==> src/logic/acr_consts.vh <==
// constants for the calibration control register bank
// assumes an 8-bit register bus with a 12-bit address and the register clock only
`ifndef ACR_CONSTS_VH
`define ACR_CONSTS_VH
// register addresses
`define ACR_ADDR_CFG_PRI   12'h050
`define ACR_ADDR_CFG_SEC   12'h051
`define ACR_ADDR_BACK      12'h057
`define ACR_ADDR_PAT_OVR   12'h058
`define ACR_ADDR_VECTOR    12'h05A
`define ACR_ADDR_STATUS    12'h05B
`define ACR_ADDR_TCAL      12'h066
// reset values
`define ACR_RST_CFG_PRI    8'h06
`define ACR_RST_CFG_SEC    8'hF4
`define ACR_RST_BACK       8'h10
`define ACR_RST_PAT_OVR    8'h00
`define ACR_RST_VECTOR     8'h00
`define ACR_RST_TCAL       8'h02
// field positions
`define ACR_BIT_SCAN_EN    4
`define ACR_BIT_LAUNCH     3
`define ACR_RANGE_HI       6
`define ACR_RANGE_LO       4
`define ACR_BIT_CONTINUE   1
`define ACR_BIT_BG_EN      0
`define ACR_BIT_STOPPED    1
`define ACR_BIT_FIRST_DONE 0
`define ACR_BIT_PAT_EN     2
`define ACR_BIT_OVR_EN     1
`define ACR_BIT_T_AUTO     0
// status reserved bits 7-2 read as 000010
`define ACR_STAT_RSVD      6'h02
`define ACR_BYTE_ZERO      8'h00
`endif

==> src/logic/acr_sync.v <==
// two-flop synchroniser for a single level
// assumes the destination clock is the only clock; reset is asynchronous active low
`timescale 1ns/1ps
module acr_sync
(
  // clock and reset
  input  wire clk,
  input  wire arst_n,
  // level in and synchronised level out
  input  wire din,
  output reg  dout
);
  reg meta;

  // first stage feeds only the second stage
  always @(posedge clk or negedge arst_n)
  begin
    if (!arst_n)
    begin
      meta <= 1'b0;
      dout <= 1'b0;
    end
    else
    begin
      meta <= din;
      dout <= meta;
    end
  end
endmodule

==> src/logic/acr_regs.v <==
// calibration control and status register bank
// assumes synchronous byte-wide register access; calibration engine is a simple stand-in on the same clock
`timescale 1ns/1ps
`include "acr_consts.vh"
module acr_regs
#(
  parameter CAL_CYCLES = 64,
  parameter VEC_DEPTH  = 16
)
(
  // clock and reset
  input  wire        CLOCK,
  input  wire        ARST_N,
  // register access
  input  wire [11:0] ADDR,
  input  wire        WR_EN,
  input  wire        RD_EN,
  input  wire [7:0]  WDATA,
  output reg  [7:0]  RDATA,
  // calibration side
  output reg  [2:0]  CAL_RANGE,
  output reg         CAL_BUSY,
  output reg         CAL_START,
  output wire        SCAN_EN,
  output wire        PATTERN_EN,
  output wire        OVERRANGE_EN,
  output wire        TIMING_AUTO
);
  // ----------------------------------------------------------------
  // register storage
  // ----------------------------------------------------------------
  localparam ST_IDLE = 2'h0;
  localparam ST_RUN  = 2'h1;
  localparam ST_BACK = 2'h2;

  reg [7:0]  cfg_pri;
  reg [7:0]  cfg_sec;
  reg [7:0]  back_ctl;
  reg [7:0]  pat_ovr;
  reg [7:0]  tcal;
  reg [7:0]  vec_mem [0:VEC_DEPTH-1];
  reg [3:0]  vec_ptr;
  reg [1:0]  state;
  reg [15:0] cal_cnt;
  reg        first_done;
  reg        launch_tgl;
  reg        launch_seen;
  reg [2:0]  range_hold;
  wire       launch_sync;
  wire       launch_pulse;
  wire       wr_launch;
  wire       stopped;
  wire       cont_sync;

  assign wr_launch    = WR_EN && (ADDR == `ACR_ADDR_CFG_PRI) && WDATA[`ACR_BIT_LAUNCH];
  assign SCAN_EN      = cfg_pri[`ACR_BIT_SCAN_EN];
  assign PATTERN_EN   = pat_ovr[`ACR_BIT_PAT_EN];
  assign OVERRANGE_EN = pat_ovr[`ACR_BIT_OVR_EN];
  assign TIMING_AUTO  = tcal[`ACR_BIT_T_AUTO];
  assign stopped      = (state == ST_IDLE);

  // writes; the launch bit is cleared by hardware on acceptance
  always @(posedge CLOCK or negedge ARST_N)
  begin
    if (!ARST_N)
    begin
      cfg_pri  <= `ACR_RST_CFG_PRI;
      cfg_sec  <= `ACR_RST_CFG_SEC;
      back_ctl <= `ACR_RST_BACK;
      pat_ovr  <= `ACR_RST_PAT_OVR;
      tcal     <= `ACR_RST_TCAL;
      launch_tgl <= 1'b0;
    end
    else
    begin
      if (WR_EN)
      begin
        case (ADDR)
          `ACR_ADDR_CFG_PRI: cfg_pri  <= WDATA;
          `ACR_ADDR_CFG_SEC: cfg_sec  <= WDATA;
          `ACR_ADDR_BACK:    back_ctl <= WDATA;
          `ACR_ADDR_PAT_OVR: pat_ovr  <= WDATA;
          `ACR_ADDR_TCAL:    tcal     <= WDATA;
          default:           ;
        endcase
      end
      // launch event handed across as a toggle
      if (wr_launch)
        launch_tgl <= ~launch_tgl;
      // accepted request clears the launch bit; a fresh write wins
      if (launch_pulse && !wr_launch)
        cfg_pri[`ACR_BIT_LAUNCH] <= 1'b0;
    end
  end

  // ----------------------------------------------------------------
  // crossing into the calibration side
  // ----------------------------------------------------------------
  acr_sync u_launch_sync
  (
    .clk    (CLOCK),
    .arst_n (ARST_N),
    .din    (launch_tgl),
    .dout   (launch_sync)
  );

  acr_sync u_cont_sync
  (
    .clk    (CLOCK),
    .arst_n (ARST_N),
    .din    (back_ctl[`ACR_BIT_CONTINUE]),
    .dout   (cont_sync)
  );

  assign launch_pulse = launch_sync ^ launch_seen;

  // the range setting is sampled only at launch, so later range writes cannot disturb a run
  always @(posedge CLOCK or negedge ARST_N)
  begin
    if (!ARST_N)
    begin
      launch_seen <= 1'b0;
      range_hold  <= 3'h0;
    end
    else
    begin
      launch_seen <= launch_sync;
      if (launch_pulse)
        range_hold <= cfg_sec[`ACR_RANGE_HI:`ACR_RANGE_LO];
    end
  end

  // ----------------------------------------------------------------
  // calibration sequencer stand-in
  // ----------------------------------------------------------------
  // launch forces a restart in the run state from count zero even mid-run
  always @(posedge CLOCK or negedge ARST_N)
  begin
    if (!ARST_N)
    begin
      state      <= ST_IDLE;
      cal_cnt    <= 16'h0000;
      first_done <= 1'b0;
      CAL_BUSY   <= 1'b0;
      CAL_START  <= 1'b0;
      CAL_RANGE  <= 3'h0;
    end
    else
    begin
      CAL_START <= launch_pulse;
      CAL_RANGE <= range_hold;
      if (launch_pulse)
      begin
        state    <= ST_RUN;
        cal_cnt  <= 16'h0000;
        CAL_BUSY <= 1'b1;
      end
      else
      begin
        case (state)
          ST_IDLE:
          begin
            CAL_BUSY <= 1'b0;
            if (cont_sync && back_ctl[`ACR_BIT_BG_EN] && first_done)
            begin
              state    <= ST_BACK;
              CAL_BUSY <= 1'b1;
            end
          end
          ST_RUN:
          begin
            if (cal_cnt == CAL_CYCLES[15:0] - 16'h0001)
            begin
              first_done <= 1'b1;
              state      <= (cont_sync && back_ctl[`ACR_BIT_BG_EN]) ? ST_BACK : ST_IDLE;
              CAL_BUSY   <= cont_sync && back_ctl[`ACR_BIT_BG_EN];
            end
            else
              cal_cnt <= cal_cnt + 16'h0001;
          end
          ST_BACK:
          begin
            // background run ends only after continue is cleared
            if (!cont_sync)
            begin
              state    <= ST_IDLE;
              CAL_BUSY <= 1'b0;
            end
          end
          default: state <= ST_IDLE;
        endcase
      end
    end
  end

  // ----------------------------------------------------------------
  // calibration vector scan register
  // ----------------------------------------------------------------
  // sequential access through a pointer; ignored unless scan is enabled
  always @(posedge CLOCK or negedge ARST_N)
  begin
    if (!ARST_N)
      vec_ptr <= 4'h0;
    else if (SCAN_EN && (ADDR == `ACR_ADDR_VECTOR) && (WR_EN || RD_EN))
      vec_ptr <= (vec_ptr == VEC_DEPTH[3:0] - 4'h1) ? 4'h0 : vec_ptr + 4'h1;
  end

  genvar gi;
  generate
    for (gi = 0; gi < VEC_DEPTH; gi = gi + 1)
    begin : g_vec
      always @(posedge CLOCK or negedge ARST_N)
      begin
        if (!ARST_N)
          vec_mem[gi] <= `ACR_RST_VECTOR;
        else if (WR_EN && SCAN_EN && (ADDR == `ACR_ADDR_VECTOR) && (vec_ptr == gi))
          vec_mem[gi] <= WDATA;
      end
    end
  endgenerate

  // ----------------------------------------------------------------
  // read data
  // ----------------------------------------------------------------
  // registered read; unmapped addresses return zero
  always @(posedge CLOCK or negedge ARST_N)
  begin
    if (!ARST_N)
      RDATA <= `ACR_BYTE_ZERO;
    else if (RD_EN)
    begin
      case (ADDR)
        `ACR_ADDR_CFG_PRI: RDATA <= cfg_pri;
        `ACR_ADDR_CFG_SEC: RDATA <= cfg_sec;
        `ACR_ADDR_BACK:    RDATA <= back_ctl;
        `ACR_ADDR_PAT_OVR: RDATA <= pat_ovr;
        `ACR_ADDR_VECTOR:  RDATA <= SCAN_EN ? vec_mem[vec_ptr] : `ACR_BYTE_ZERO;
        `ACR_ADDR_STATUS:  RDATA <= {`ACR_STAT_RSVD, stopped, first_done};
        `ACR_ADDR_TCAL:    RDATA <= tcal;
        default:           RDATA <= `ACR_BYTE_ZERO;
      endcase
    end
  end
endmodule

==> config.mk <==
export PLATFORM = sky130hd
export DESIGN_NAME = acr_regs
export DESIGN_NICKNAME = d
export VERILOG_FILES = /design/src/logic/acr_sync.v /design/src/logic/acr_regs.v
export VERILOG_INCLUDE_DIRS = /design/src /design/src/logic
export SDC_FILE = /design/constraint.sdc
export NUM_CORES = 1
export LEC_CHECK = 0
export ABC_AREA = 1
export BUFFER_PORTS_ARGS = -buffer_cell sky130_fd_sc_hd__buf_2
export CAP_MARGIN = 0
export CORE_MARGIN = 2
export CORE_UTILIZATION = 40
export CTS_CLUSTER_SIZE = 8
export DETAILED_ROUTE_END_ITERATION = 10
export GPL_ROUTABILITY_DRIVEN = 0
export GPL_TIMING_DRIVEN = 1
export SLEW_MARGIN = 30
export SYNTH_ARGS = -nofsm -noshare
export SYNTH_HDL_FRONTEND = slang
export SYNTH_SLANG_ARGS = --single-unit
==> constraint.sdc <==
create_clock -name CLOCK -period 1.97 [get_ports CLOCK]
set_input_delay 0.394 -clock CLOCK [delete_from_list [all_inputs] [get_ports CLOCK]]
set_output_delay 0.394 -clock CLOCK [all_outputs]
set_load 0.1 [all_outputs]
## Word-level counts from Yosys, hierarchy flattened

Index checks and enable logic that the tools add are counted.

- Add/subtract/negate cells: 2
- $lt $le $gt $ge: 1
- Equality and inequality tests: 29
- Multiplexer cells: 23
- Bitwise logic cells: 4
- Reductions and logical operators: 43

Operators by type and width:

| operator | count |
|---|---|
| $eq 12x7->1 const B | 7 |
| $pmux 8 s7 | 1 |
| $mux 16 | 3 |
| $bmux 8 s4 | 1 |
| $eq 4x4->1 const B | 8 |
| $logic_and 1x1->1 | 25 |
| $mux 8 | 3 |
| $add 16x1->16 const B | 1 |
| $eq 16x6->1 const B | 1 |
| $eq 4x3->1 const B | 4 |
| $reduce_and 2->1 | 7 |
| $mux 4 | 3 |
| $mux 2 | 5 |
| $reduce_and 3->1 | 3 |
| $eq 4x2->1 const B | 2 |
| $ne 3x3->1 const B | 2 |
| $pmux 2 s3 | 1 |
| $reduce_bool 2->1 | 3 |
| $ge 5x5->1 const B | 1 |
| $mux 1 | 5 |
| $not 4->5 | 1 |
| $add 4x1->4 const B | 1 |
| $eq 4x1->1 const B | 1 |
| $logic_not 4->1 | 1 |
| other kinds (11) | 12 |

- Register bits after elaboration: 213
- Bits of input ports: 24
- Output and inout bits: 17
- Word-level logic and storage cells: 139

## Logic depth before layout (Yosys ltp)

- Word-level depth: 7
- Depth in mapped cells: 13
- Mapped depth without buffers: 12

## Cells and area by module

From an unflattened synthesis, not the netlist that was laid out.

- Cell total of the unflattened synthesis: 1,305
- Area total of the unflattened synthesis: 10,532.6 um2

Modules (own cells, without submodules):

| module | instances | cells each | area an instance (um2) |
|---|---|---|---|
| acr_regs | 1 | 1,301 | 10,432.5 |
| acr_sync | 2 | 2 | 50.0 |

## Worst setup path before layout

No wires, ideal clock.

- Path kind: register to register
- From: reg cfg_pri[4]
- To: reg vec_mem[80] in the netlist's numbering
- Setup time: 0.132 ns
- Arrival time: 2.014 ns
- Slack: -0.176 ns
- Stages on the path, launching flop included: 9
- Buffers on the path: 1
- Period minus slack after synthesis: 2.146 ns
- Path through: dfrtp_1 -> inv_1 -> nor2_8 -> nand2_8 -> nor2_8 -> nand2_4 -> buf_6 -> nand2_1 -> o21ai_2

- Word-level cells in the longest chain between the ends: 3

RTL lines:

| element | line | source |
|---|---|---|
| start, declared | acr_regs.v:36 | `reg [7:0] cfg_pri;` |
| start signal, assigned | acr_regs.v:67 | `` cfg_pri <= `ACR_RST_CFG_PRI; `` |
| $logic_and 1x1->1 (3 in a row) | acr_regs.v:216 | `` else if (WR_EN && SCAN_EN && (ADDR == `ACR_ADDR_VECTOR) && (vec_ptr == gi)) `` |
| end signal, assigned by index | acr_regs.v:215 | `` vec_mem[gi] <= `ACR_RST_VECTOR; `` |
| end, declared | acr_regs.v:41 | `reg [7:0] vec_mem [0:VEC_DEPTH-1];` |

No other way between the ends.
A chain may end at the register's enable or synchronous reset.

## Worst setup path in the final report

- From: reg cfg_pri[4]
- To: out SCAN_EN

RTL lines:

| element | line | source |
|---|---|---|
| end, declared | acr_regs.v:24 | `output wire SCAN_EN,` |

No word-level cell between the ends.

==> reports/qor.yml <==
outcome:
  status: "complete, but fails checks"
  violations: "design-rule violations"
yosys:
  ys_seq_elements: 213
  yosysWarnings: 0
  synthCells: 1339
  seq_area_frac_synth_pct: 50.05
  async_flop_share_pct: 100.0
  synth_edf_count: 0
  syn_nets: 1371
  syn-mean-instance-area_um2: 7.971
  synth_area_mm2: 0.01067
  ys_types: 36
  synthFlopType: "dfrtp_1"
die:
  fp.coreArea_mm2: 0.02613
  die-area_mm2: 0.02800
  top_level_ports: 41
  fp.dieW_um: 167.3
  initial_core_util_pct: 40.84
  rows: 59
  die_h_um: 167.3
clocking:
  clk_pin_slew_ps: 50
  clkLatencyLatePin_ps: 540
  cts-root-buf: "clkbuf_16"
  cts_tree: "built"
  h-tree-depth: 1
  numCtsBuffers: 30
  clockBufferDepth: 3
  cts.sinks: 213
timing:
  max_freq_mhz: 548.6
  fin_setup_tns_ps: 0
  worst_pin_slew_ps: 506.9
  fin_skew_ps: 11.63
  hold_viol: 0
  min_period_ps: 1823
  drv_slew: 0
  period_share_pct: 92.52
  grt_setup_unrepaired: "no"
  maxSlewHeadroom_pct: 66.17
  setup_viol: 0
pwr:
  p_total_w: 0.009504
  vdd_drop_max_v: 0.0007135
  power_leakage_nw: 6.232
  p_per_area_mw_per_mm2: 778.4
critical_path:
  start_kind: "register"
  path_class: "register to output pin"
  end_kind: "output pin"
  path_buf_inv: 1
  slowest_delay_ps: 460
  critPathSlowestCell: "buf_2"
  critPathRequiredTime_ps: 1580
  cp_top_family: "buffers and inverters"
  cp_max_fo: 5
  path_cells: "buf_2"
  crit_arrival_ps: 1430
grt:
  overflow: 0
  antenna_found_initial: 0
  grt_pass1_vias: 8506
  grt_pass1_wl_mm: 44.88
  grt_max_degree: 50
  grt.total_usage_pct: 19.69
route:
  via_per_inst: 4.969
  drcViolationCount: 5
  vias: 8651
  wl_mm: 26.99
  ant_nets: 0
  first_pass_iters: 10
  met2WireLength_mm: 12.34
  first_iter_violations: 698
  met1_length_mm: 13.05
  routedWlPerCell_um: 15.50
  highest_layer: "met4"
  met3_length_mm: 1.086
placed_design:
  dp_cells: 1693
  dpl.hpwl_mm: 17.76
  numPortBuffers: 40
final_layout:
  final_common_cell: "nand2_1"
  antenna_cells: 0
  nNetsFinal: 1425
  syn_to_final_growth_pct: 14.41
  drive_gt1_share_pct: 15.29
  final_cell_mix: "nand2_1 (497), dfrtp_1 (202), inv_1 (98)"
  fill_cells: 2619
  final_cell_count_no_fill: 1741
flow_run:
  max_cap_violations: 0
worst_hold_path:
  hold_path_class: "input port to register"
## synth_stat cells (2+ instances only)
master / n / area (um^2)
nor3_1: 12 / 60.06
nor2_1: 83 / 311.6
dfstp_2: 9 / 236.5
nor2_2: 7 / 43.79
nand2_4: 13 / 146.4
nand3_1: 67 / 335.3
nor2_4: 2 / 22.52
buf_2: 9 / 45.04
inv_2: 4 / 15.01
buf_1: 3 / 11.26
xor2_1: 5 / 43.79
xnor2_1: 4 / 35.03
buf_6: 16 / 180.2
a21oi_1: 3 / 15.01
nand2_1: 497 / 1866
o22ai_1: 4 / 25.02
clkbuf_1: 38 / 142.6
o21ai_2: 44 / 385.4
o21ai_1: 84 / 420.4
o21ai_0: 90 / 450.4
inv_1: 98 / 367.9
ha_1: 8 / 100.1
o31ai_1: 3 / 22.52
nand3b_1: 2 / 15.01
dfrtp_1: 204 / 5105
nor2_8: 5 / 100.1
nand2_2: 7 / 43.79
nand4_1: 10 / 62.56
## kinds of logic (layout without fill, tap and decap cells)
logic type	Yosys count	in the layout	share of synthesized area (%)
flip-flops	213	213	50.05
AO/OA/AOI/OAI	230	230	12.49
AND/OR/NAND/NOR	709	709	28.55
XOR/XNOR	9	9	0.7385
buffers and inverters	170	237	7.245
adder cells (fa/ha/maj)	8	8	0.9379
## worst paths after layout
path                            slack (ps)  cells after the start                            to                          from
max in group asynchronous              950                      3        cfg_pri[1]$_DFFE_PN1N_                        ARST_N
worst max-delay path                   150                      1                       SCAN_EN        cfg_pri[4]$_DFFE_PN0N_
min in group asynchronous              340                      2       cal_cnt[12]$_DFFE_PN0P_                        ARST_N
worst min-delay path                   180                      3        launch_tgl$_DFFE_PN0P_                      WDATA[3]
worst min register to register         340                      0  u_launch_sync.dout$_DFF_PN0_  u_launch_sync.meta$_DFF_PN0_
worst max register to register         200                     12          RDATA[2]$_DFFE_PN0P_        vec_ptr[0]$_DFFE_PN0P_
## repair_timing
action                     in CTS  in global routing
buffers inserted                0                  2
setup endpoints to repair       0                  8
hold buffers                    1                  0
hold endpoints to repair       36                  0
resized for setup               0                  1
## per-stage QoR
stage	cell area [um^2]	util (%)	setup slack [ps]	hold slack [ps]
after floorplan	10670	-	105.6	98.41
after global placement	11350	43.44	42.70	324.8
after detailed placement	11350	43.44	-0.3646	328.8
after CTS	12190	46.65	124.6	165.5
after global routing	12210	46.73	21.07	191.3
final	12210	46.73	147.3	184.0
## routing by layer
layer	up-vias	track usage [%]
li1	4372	-
met1	4094	27.76
met2	156	32.56
met3	29	2.647
met4	0	4.310
met5	-	0
## registers in the layout, indices dropped and copies added (netlist names), 2 cells and up
name        count
CAL_RANGE       3
RDATA           8
back_ctl        8
cal_cnt        16
cfg_pri         8
cfg_sec         8
pat_ovr         8
range_hold      3
state           2
tcal            8
vec_mem       128
vec_ptr         4
## area by class of cell
| type | instances | area (um^2) | area share [%] |
|---|---|---|---|
| clock inverters | 1 | 5.005 | 0.04099 |
| flip-flops and latches | 213 | 5344 | 43.76 |
| repair buffers | 89 | 668.1 | 5.472 |
| well taps | 335 | 419.2 | 3.433 |
| clock buffers | 44 | 824.5 | 6.753 |
| inverters | 103 | 386.6 | 3.166 |
| multi-input cells | 956 | 4563 | 37.37 |
## power by group
group | total, W | internal [W] | switching (W) | leakage, nW
registers | 0.00443 | 0.00441 | 0.0000215 | 2.93
logic | 0.000443 | 0.000123 | 0.000320 | 2.90
clock network | 0.00463 | 0.00282 | 0.00181 | 0.401
Note: power is estimated with default switching activity, not from simulation.
